## config.mk

```make
export PLATFORM = sky130hd
export DESIGN_NAME = timer_pulse_train_irq_ctrl
export DESIGN_NICKNAME = d
export VERILOG_FILES = /design/src/rtl/train_irq_pkg.sv /design/src/rtl/timer_pulse_train_irq_ctrl.sv
export SDC_FILE = /design/constraint.sdc
export NUM_CORES = 1
export LEC_CHECK = 0
export BUFFER_PORTS_ARGS = -buffer_cell sky130_fd_sc_hd__buf_2
export CAP_MARGIN = 10
export CORE_AREA = 2 2 59 75
export CTS_BUF_LIST = sky130_fd_sc_hd__clkbuf_16
export CTS_CLUSTER_DIAMETER = 100
export DETAILED_ROUTE_END_ITERATION = 12
export DIE_AREA = 0 0 61 77
export GPL_TIMING_DRIVEN = 1
export PLACE_DENSITY = 0.8
export SLEW_MARGIN = 10
export SYNTH_ARGS = -nofsm -noshare
export SYNTH_HDL_FRONTEND = slang
export SYNTH_SLANG_ARGS = --single-unit
```

## constraint.sdc

```tcl
create_clock -name CLK_I -period 2.1 [get_ports CLK_I]
set_input_delay 0.42 -clock CLK_I [delete_from_list [all_inputs] [get_ports CLK_I]]
set_output_delay 0.42 -clock CLK_I [all_outputs]
set_load 0.005 [all_outputs]
```

## src/rtl/train_irq_pkg.sv

```systemverilog
// Notes on behaviour
// - Pulse-train mode with software select set: start train only on software trigger.
// - Pulse-train mode with software select clear: start train only on pin transition.
// - Software-trigger select is ignored outside pulse-train mode.
// - Writing one to trigger flag with software select set begins a train.
// - Second counter underflow clears the trigger flag, ending the train.
// - Pin-triggered pulse-train mode blocks software writes to the trigger flag.
// - Pin-started train holds the trigger flag at one until the train completes.
// - Train mode select only counts when timer mode select equals 00b.
// - Pending flags A to D are read-only bits 0 to 3 of control register.
// - Enable bits A to D are read-write bits 4 to 7 of control register.
// - Writing one to clear register bit n clears pending flag n.
// - Global enable low holds pending cleared, resets prescaler, blocks pending writes.
`default_nettype none

package train_irq_pkg;
	localparam int ADDR_W = 8;
	localparam int DATA_W = 32;
	localparam int NUM_SRC = 4;
	localparam int PRESC_W = 8;
	localparam logic [ADDR_W-1:0] OFS_CTRL = 8'h00;
	localparam logic [ADDR_W-1:0] OFS_IRQ_CTRL = 8'h1C;
	localparam logic [ADDR_W-1:0] OFS_IRQ_CLR = 8'h20;
	localparam logic [ADDR_W-1:0] OFS_STATUS = 8'h24;
	localparam int BIT_MODE_LO = 0;
	localparam int BIT_MODE_HI = 1;
	localparam int BIT_GLOBAL_EN = 7;
	localparam int BIT_TRAIN_MODE = 8;
	localparam int BIT_SW_SEL = 9;
	localparam int BIT_TRIG = 10;
	localparam int BIT_EN_LO = 4;
	localparam logic [1:0] MODE_PWM = 2'h0;
	localparam logic [DATA_W-1:0] ZERO_WORD = 32'h0000_0000;
	localparam logic [PRESC_W-1:0] PRESC_RESET = 8'h00;
endpackage : train_irq_pkg

`default_nettype wire

```

## src/rtl/timer_pulse_train_irq_ctrl.sv

```systemverilog
// Local design decision: strobed register access.
`default_nettype none

module timer_pulse_train_irq_ctrl
	import train_irq_pkg::*;
(
	// Clock and reset
	input wire logic CLK_I,
	input wire logic SYS_RST_I,
	// Register port
	input wire logic [ADDR_W-1:0] ADDR_I,
	input wire logic [DATA_W-1:0] WDATA_I,
	input wire logic WR_I,
	input wire logic RD_I,
	output logic [DATA_W-1:0] RDATA_O,
	// Timer side
	input wire logic SECOND_COUNTER_UNDERFLOW_I,
	input wire logic EXT_TRIGGER_PIN_I,
	input wire logic [NUM_SRC-1:0] IRQ_EVENT_I,
	output logic TRAIN_START_O,
	output logic TRAIN_ACTIVE_O,
	output logic [PRESC_W-1:0] PRESCALER_O,
	output logic IRQ_O
);

	// ----------------------------------------
	// Decode
	// ----------------------------------------
	function automatic logic hit(input logic [ADDR_W-1:0] a, input logic [ADDR_W-1:0] o);
		hit = (a == o);
	endfunction : hit

	logic [1:0] mode_q;
	logic global_en_q;
	logic train_mode_q;
	logic sw_sel_q;
	logic trig_q;
	logic [NUM_SRC-1:0] pend_q;
	logic [NUM_SRC-1:0] en_q;
	logic [PRESC_W-1:0] presc_q;
	logic pin_s1_q;
	logic pin_s2_q;
	logic pin_s3_q;
	logic [1:0] pin_arm_q;
	logic start_q;
	logic irq_q;
	logic [DATA_W-1:0] rdata_q;

	wire wr_ctrl = WR_I && hit(ADDR_I, OFS_CTRL);
	wire wr_ictrl = WR_I && hit(ADDR_I, OFS_IRQ_CTRL);
	wire wr_iclr = WR_I && hit(ADDR_I, OFS_IRQ_CLR);
	wire [NUM_SRC-1:0] en_wdata = WDATA_I[BIT_EN_LO +: NUM_SRC];

	// ----------------------------------------
	// Trigger flag
	// ----------------------------------------
	// Train mode only counts in the PWM mode-select value
	wire train_mode = train_mode_q && (mode_q == MODE_PWM);
	// Select bit is qualified by train mode so it is inert elsewhere
	wire sw_sel_eff = train_mode && sw_sel_q;
	// Edges are ignored until the synchroniser has refilled after reset
	wire pin_edge = pin_arm_q[1] && (pin_s2_q ^ pin_s3_q);
	wire sw_start = wr_ctrl && sw_sel_eff && WDATA_I[BIT_TRIG] && !trig_q;
	wire pin_start = train_mode && !sw_sel_q && pin_edge && !trig_q;
	// A start needs the global enable; a start while the flag is set is ignored
	wire start = global_en_q && (sw_start || pin_start);
	// Writes to the flag are only honoured outside pin-triggered train mode
	wire trig_wr_ok = !(train_mode && !sw_sel_q);

	// Underflow comes last so it wins over a start in the same cycle
	logic trig_d;
	always_comb begin
		trig_d = trig_q;
		if (wr_ctrl && trig_wr_ok) begin
			trig_d = WDATA_I[BIT_TRIG];
		end
		if (start) begin
			trig_d = 1'b1;
		end
		if (SECOND_COUNTER_UNDERFLOW_I) begin
			trig_d = 1'b0;
		end
	end

	// ----------------------------------------
	// Interrupts
	// ----------------------------------------
	// Set wins over clear so an event in the clear cycle is kept
	wire [NUM_SRC-1:0] clr_mask = wr_iclr ? WDATA_I[NUM_SRC-1:0] : '0;
	wire [NUM_SRC-1:0] pend_d = global_en_q ? ((pend_q & ~clr_mask) | IRQ_EVENT_I) : '0;
	wire irq_d = |(pend_d & en_q);

	// ----------------------------------------
	// Read path
	// ----------------------------------------
	wire [DATA_W-1:0] ctrl_word = {21'h0, trig_q, sw_sel_q, train_mode_q, global_en_q,
		5'h0, mode_q};
	wire [DATA_W-1:0] ictrl_word = {24'h0, en_q, pend_q};
	// Reads of the clear register and of unmapped offsets return zero
	wire [DATA_W-1:0] rd_mux = !RD_I ? ZERO_WORD :
		hit(ADDR_I, OFS_CTRL) ? ctrl_word :
		hit(ADDR_I, OFS_IRQ_CTRL) ? ictrl_word :
		hit(ADDR_I, OFS_STATUS) ? {31'h0, trig_q} : ZERO_WORD;

	// ----------------------------------------
	// Registers
	// ----------------------------------------
	always_ff @(posedge CLK_I) begin
		if (SYS_RST_I) begin
			mode_q <= 2'h0;
			global_en_q <= 1'b0;
			train_mode_q <= 1'b0;
			sw_sel_q <= 1'b0;
		end else if (wr_ctrl) begin
			mode_q <= WDATA_I[BIT_MODE_HI:BIT_MODE_LO];
			global_en_q <= WDATA_I[BIT_GLOBAL_EN];
			train_mode_q <= WDATA_I[BIT_TRAIN_MODE];
			sw_sel_q <= WDATA_I[BIT_SW_SEL];
		end
	end

	always_ff @(posedge CLK_I) begin
		if (SYS_RST_I) begin
			trig_q <= 1'b0;
			pend_q <= '0;
			en_q <= '0;
			irq_q <= 1'b0;
			start_q <= 1'b0;
			rdata_q <= ZERO_WORD;
		end else begin
			trig_q <= trig_d;
			pend_q <= pend_d;
			if (wr_ictrl) begin
				en_q <= en_wdata;
			end
			irq_q <= irq_d;
			start_q <= start;
			rdata_q <= rd_mux;
		end
	end

	// ----------------------------------------
	// Prescaler
	// ----------------------------------------
	// Prescaler held in reset while the timer is off to save power
	always_ff @(posedge CLK_I) begin
		if (SYS_RST_I || !global_en_q) begin
			presc_q <= PRESC_RESET;
		end else begin
			presc_q <= presc_q + 8'h01;
		end
	end

	// ----------------------------------------
	// Pin synchroniser
	// ----------------------------------------
	// No reset on the stages: they follow the pin through reset, so a pin
	// that idles high does not look like an edge once reset ends
	always_ff @(posedge CLK_I) begin
		pin_s1_q <= EXT_TRIGGER_PIN_I;
		pin_s2_q <= pin_s1_q;
		pin_s3_q <= pin_s2_q;
	end

	// Arming covers a reset too short to have filled the stages
	always_ff @(posedge CLK_I) begin
		if (SYS_RST_I) begin
			pin_arm_q <= 2'h0;
		end else begin
			pin_arm_q <= {pin_arm_q[0], 1'b1};
		end
	end

	// ----------------------------------------
	// Outputs
	// ----------------------------------------
	assign RDATA_O = rdata_q;
	assign TRAIN_START_O = start_q;
	assign TRAIN_ACTIVE_O = trig_q;
	assign PRESCALER_O = presc_q;
	assign IRQ_O = irq_q;

	// ----------------------------------------
	// Checks
	// ----------------------------------------
	property p_underflow_clears;
		@(posedge CLK_I) disable iff (SYS_RST_I)
		SECOND_COUNTER_UNDERFLOW_I |=> !TRAIN_ACTIVE_O;
	endproperty
	a_underflow_clears: assert property (p_underflow_clears) else $error("flag not cleared");

	property p_sw_start;
		@(posedge CLK_I) disable iff (SYS_RST_I)
		(wr_ctrl && WDATA_I[BIT_TRIG] && sw_sel_eff && global_en_q && !trig_q
			&& !SECOND_COUNTER_UNDERFLOW_I) |=> (TRAIN_START_O && TRAIN_ACTIVE_O);
	endproperty
	a_sw_start: assert property (p_sw_start) else $error("software start missed");

	property p_sw_only;
		@(posedge CLK_I) disable iff (SYS_RST_I)
		(sw_sel_eff && !wr_ctrl) |=> !TRAIN_START_O;
	endproperty
	a_sw_only: assert property (p_sw_only) else $error("start without software");

	property p_pin_only;
		@(posedge CLK_I) disable iff (SYS_RST_I)
		(train_mode && !sw_sel_q && !pin_edge) |=> !TRAIN_START_O;
	endproperty
	a_pin_only: assert property (p_pin_only) else $error("start without pin edge");

	property p_no_mode;
		@(posedge CLK_I) disable iff (SYS_RST_I)
		(mode_q != MODE_PWM) |=> !TRAIN_START_O;
	endproperty
	a_no_mode: assert property (p_no_mode) else $error("start outside train mode");

	property p_blocked;
		@(posedge CLK_I) disable iff (SYS_RST_I)
		(wr_ctrl && train_mode && !sw_sel_q && !WDATA_I[BIT_TRIG] && trig_q
			&& !SECOND_COUNTER_UNDERFLOW_I) |=> TRAIN_ACTIVE_O;
	endproperty
	a_blocked: assert property (p_blocked) else $error("blocked write changed flag");

	property p_disabled;
		@(posedge CLK_I) disable iff (SYS_RST_I)
		!global_en_q |=> (pend_q == '0 && PRESCALER_O == PRESC_RESET);
	endproperty
	a_disabled: assert property (p_disabled) else $error("state kept while disabled");

	property p_clear;
		@(posedge CLK_I) disable iff (SYS_RST_I)
		(wr_iclr && WDATA_I[0] && !IRQ_EVENT_I[0]) |=> !pend_q[0];
	endproperty
	a_clear: assert property (p_clear) else $error("clear failed");

	property p_irq;
		@(posedge CLK_I) disable iff (SYS_RST_I)
		##1 (IRQ_O == |(pend_q & $past(en_q)));
	endproperty
	a_irq: assert property (p_irq) else $error("irq mismatch");

	property p_pin_start;
		@(posedge CLK_I) disable iff (SYS_RST_I)
		(train_mode && !sw_sel_q && pin_edge && !trig_q && global_en_q
			&& !SECOND_COUNTER_UNDERFLOW_I) |=> (TRAIN_START_O && TRAIN_ACTIVE_O);
	endproperty
	a_pin_start: assert property (p_pin_start) else $error("pin start missed");

	property p_held_pin;
		@(posedge CLK_I) disable iff (SYS_RST_I)
		(trig_q && train_mode && !sw_sel_q && !SECOND_COUNTER_UNDERFLOW_I)
			|=> TRAIN_ACTIVE_O;
	endproperty
	a_held_pin: assert property (p_held_pin) else $error("pin train flag dropped");

	property p_sel_inert;
		@(posedge CLK_I) disable iff (SYS_RST_I)
		!train_mode |=> !TRAIN_START_O;
	endproperty
	a_sel_inert: assert property (p_sel_inert) else $error("select not inert");

	property p_pend_ro;
		@(posedge CLK_I) disable iff (SYS_RST_I)
		(wr_ictrl && global_en_q && IRQ_EVENT_I == '0) |=> (pend_q == $past(pend_q));
	endproperty
	a_pend_ro: assert property (p_pend_ro) else $error("pending written directly");

	property p_en_write;
		@(posedge CLK_I) disable iff (SYS_RST_I)
		wr_ictrl |=> (en_q == $past(en_wdata));
	endproperty
	a_en_write: assert property (p_en_write) else $error("enable write lost");

	property p_set_wins;
		@(posedge CLK_I) disable iff (SYS_RST_I)
		(wr_iclr && global_en_q)
			|=> ((pend_q & $past(IRQ_EVENT_I)) == $past(IRQ_EVENT_I));
	endproperty
	a_set_wins: assert property (p_set_wins) else $error("event lost to clear");

	property p_clear_zero;
		@(posedge CLK_I) disable iff (SYS_RST_I)
		(wr_iclr && WDATA_I[NUM_SRC-1:0] == '0 && global_en_q)
			|=> ((pend_q & $past(pend_q)) == $past(pend_q));
	endproperty
	a_clear_zero: assert property (p_clear_zero) else $error("zero clear acted");

	property p_read_idle;
		@(posedge CLK_I) disable iff (SYS_RST_I)
		!RD_I |=> (RDATA_O == ZERO_WORD);
	endproperty
	a_read_idle: assert property (p_read_idle) else $error("read data outside read cycle");

	// ----------------------------------------
	// Cover
	// ----------------------------------------
	c_sw_train: cover property (@(posedge CLK_I) disable iff (SYS_RST_I)
		sw_start ##[1:20] SECOND_COUNTER_UNDERFLOW_I);
	c_pin_train: cover property (@(posedge CLK_I) disable iff (SYS_RST_I) pin_start);
	c_irq: cover property (@(posedge CLK_I) disable iff (SYS_RST_I) IRQ_O ##1 wr_iclr);
	c_set_wins: cover property (@(posedge CLK_I) disable iff (SYS_RST_I)
		wr_iclr && global_en_q && |(WDATA_I[NUM_SRC-1:0] & IRQ_EVENT_I));
	c_pin_held: cover property (@(posedge CLK_I) disable iff (SYS_RST_I)
		wr_ctrl && trig_q && train_mode && !sw_sel_q);

endmodule : timer_pulse_train_irq_ctrl

`default_nettype wire

```

==> results by group <==
Outcome
  – Status: complete, no violations

Power
  – Pwr Density: 797.1 nW/µm²
  – Leakage: 0.9751 nW
  – Final Total Pwr: 1.669 mW
  – Max VDD drop: 0.4460 mV

STA
  – RSZ-0062 raised after global routing: no
  – Tmin final: 1.689 ns
  – Final hold violations: 0
  – Slew Limit Fails: 0
  – Crit share post-route: 80.42%
  – Final setup skew: 0.005945 ns
  – Post-route setup slack: 0.4113 ns
  – Final setup TNS: 0 ns
  – WHS: 0.2382 ns
  – Maximum clock rate: 0.5922 GHz
  – Final count of negative-setup-slack endpoints: 0

Drt
  – DR iter-0 viols: 27
  – Number of remaining DRC errors: 0
  – ANT nets after route: 0
  – Routed vias/inst: 4.752
  – Per-cell routed wire length: 11.81 µm
  – Via count: 1,359
  – Pre-Repair DR Iteration Count: 4
  – Detailed-route wire length: 3379 µm

Final layout
  – Layout area overhead: 24.29%
  – Commonest non-fill, non-tap cells in the layout: buf_2, dfxtp_1, conb_1
  – Non-filler instance count after layout: 286
  – Antenna cells: 0
  – Layout cells sized above 1: 28.26%
  – # fillers: 369
  – Design area: 2093 µm²
  – Layout Nets: 280
  – Post-Route Utilization: 52.31%
  – Most common cell after layout, fill and taps aside: buf_2

Yosys
  – Area of the mapped netlist: 1684 µm²
  – Adder-cell share of the synthesized area: 0.7429%
  – Post-synth cell types: 34
  – Main combinational cell family by area after synthesis: simple AND/OR/NAND/NOR gates
  – Synth Flop Type: dfxtp_1
  – #FFs+latches synth: 40
  – Syn Inst Count: 172
  – Synthesis Warnings: 0
  – Area share of and/or/nand/nor cells after synthesis: 23.70%
  – Post-synthesis sequential area ratio: 47.55%
  – Mapped Avg Cell Area: 9.791 µm²
  – Xor/xnor cell area share of the yosys netlist: 3.640%
  – Mux contribution to synthesized area: 5.944%
  – Synth Area in Compound Gates: 6.389%
  – Share of synthesized registers carrying an async set or reset: 0%
  – Number of flops mapped to enable cells by yosys: 0

Die
  – Row count: 26
  – Initial core utilization: 42.09%
  – Placeable core area: 4001 µm²
  – # IOs: 93
  – Die Area: 4697 µm²
  – Width of the die: 61 µm
  – Die height: 77 µm

Clock network
  – CTS Sinks: 40
  – Root Buffer: clkbuf_16
  – CTS tree: done
  – Clk_lat worst skew: 0.28 ns
  – H-tree levels: 2
  – Clk pin slew, worst setup/hold paths: 0.06 ns
  – CTS Buf Count: 5
  – Clock Path Buffers: 2
  – # resized after CTS: 0
  – Post-CTS setup buffer count: 0
  – Cts hold-fix bufs: 0

Setup path
  – WP data required: 2.26 ns
  – Crit end category: register
  – Reg2Reg Setup Slack: 0.90 ns
  – Critical path depth: 5
  – Worst EP arrival: 1.84 ns
  – Worst setup path class: input pin to register
  – Register-to-Register Path Depth: 4
  – Crit path buf inv count: 1
  – Startpoint types: input pin
  – Crit-path max FO: 7
  – Top delay family on crit path: simple AND/OR/NAND/NOR gates
  – Critical path's slowest cell: or4_4
  – Worst path cell trace: buf_2, or4_4, nor4_1, mux2i_1, a21oi_1
  – CP peak stage delay: 0.59 ns

Job
  – Total of max-cap violations: 0

Placed design
  – PortBufs: 50
  – Hpwl dp: 2539 µm
  – Final Wtd Congestion: 0.8273
  – Post-Place Worst Slack: 0.1222 ns
  – Placed Area: 1929 µm²
  – Dpl cells: 278

Worst hold path
  – Hold depth: 1
  – Hold WC Path Type: input pin to register

Global route
  – M3 GR Usage: 5.228%
  – First-pass GRT wire length: 5499 µm
  – Top Usage Layer GRT: met2
  – All-layer global routing usage: 15.43%
  – Largest net degree at the start of global routing: 16
  – GRT overflow: 0
  – Initial antenna violation count: 0
  – Met2 usage: 25.38%
  – GRT met1 Usage: 17.82%
  – Vias in the first global route: 1,265
[Yosys cell counts, types with 2 or more instances]
| cell | n | share of area (%) |
|---|---|---|
| dfxtp_1 | 40 | 48 |
| buf_4 | 21 | 9.4 |
| nor2_1 | 20 | 4.5 |
| mux2i_1 | 10 | 5.9 |
| and2_1 | 9 | 3.3 |
| nand2b_1 | 7 | 2.6 |
| nand3_1 | 7 | 2.1 |
| a21oi_1 | 5 | 1.5 |
| nand4_1 | 4 | 1.5 |
| nor4_1 | 4 | 1.5 |
| o221ai_1 | 4 | 2.1 |
| xor2_1 | 4 | 2.1 |
| and3_1 | 3 | 1.1 |
| inv_1 | 3 | 0.67 |
| nor2b_1 | 3 | 1.1 |
| nor3_1 | 3 | 0.89 |
| xnor2_1 | 3 | 1.6 |
| a22o_1 | 2 | 1.0 |
| buf_6 | 2 | 1.3 |
| clkbuf_1 | 2 | 0.45 |
| nand2_1 | 2 | 0.45 |
| nor4b_1 | 2 | 1.0 |
[worst paths after layout]
kind,startpoint,endpoint
setup / recovery,ADDR_I[7],TRAIN_ACTIVE_O
hold / removal,EXT_TRIGGER_PIN_I,pin_s1_q
setup reg to reg,sw_sel_q,TRAIN_ACTIVE_O
hold reg to reg,pin_s1_q,pin_s2_q
[report_power, final]
group	switching (mW)	internal [mW]	total, mW	leakage, nW
Combinational	0.0437	0.0311	0.0748	0.566
Sequential	0.00199	0.765	0.767	0.324
Clock	0.274	0.553	0.827	0.0850
[cell type report]
type	count	area (µm²)	area share (%)
inverters	3	11.26	0.5380
multi-input cells	124	759.5	36.28
clock buffers	5	125.1	5.977
repair buffers	55	287.8	13.75
well taps	56	70.07	3.347
clock inverters	3	38.79	1.853
flip-flops and latches	40	800.8	38.25
[registers in the layout, indices dropped and copies added (netlist names)]
register and flops:
sw_sel_q 1, TRAIN_START_O 1, RDATA_O 11, train_mode_q 1, IRQ_O 1, pend_q 4, pin_s1_q 1, pin_s3_q 1
pin_arm_q 2, PRESCALER_O 8, global_en_q 1, pin_s2_q 1, TRAIN_ACTIVE_O 1, en_q 4, mode_q 2
[logic make-up (layout without fill, tap and decap cells)]
group	count (synthesis)	in the layout
AND/OR/NAND/NOR	70	70
buffers and inverters	28	66
AO/OA/AOI/OAI	15	15
flip-flops	40	40
XOR/XNOR	7	7
multiplexers	10	10
other	1	21
adder cells (fa/ha/maj)	1	1
[metal layers]
metal / vias to the layer above / wire length [µm]
li1: 666 / -
met1: 612 / 1445
met2: 75 / 1623
met3: 6 / 256
met4: 0 / 54
met5: - / 0
Power figures use the tool's default switching activity.
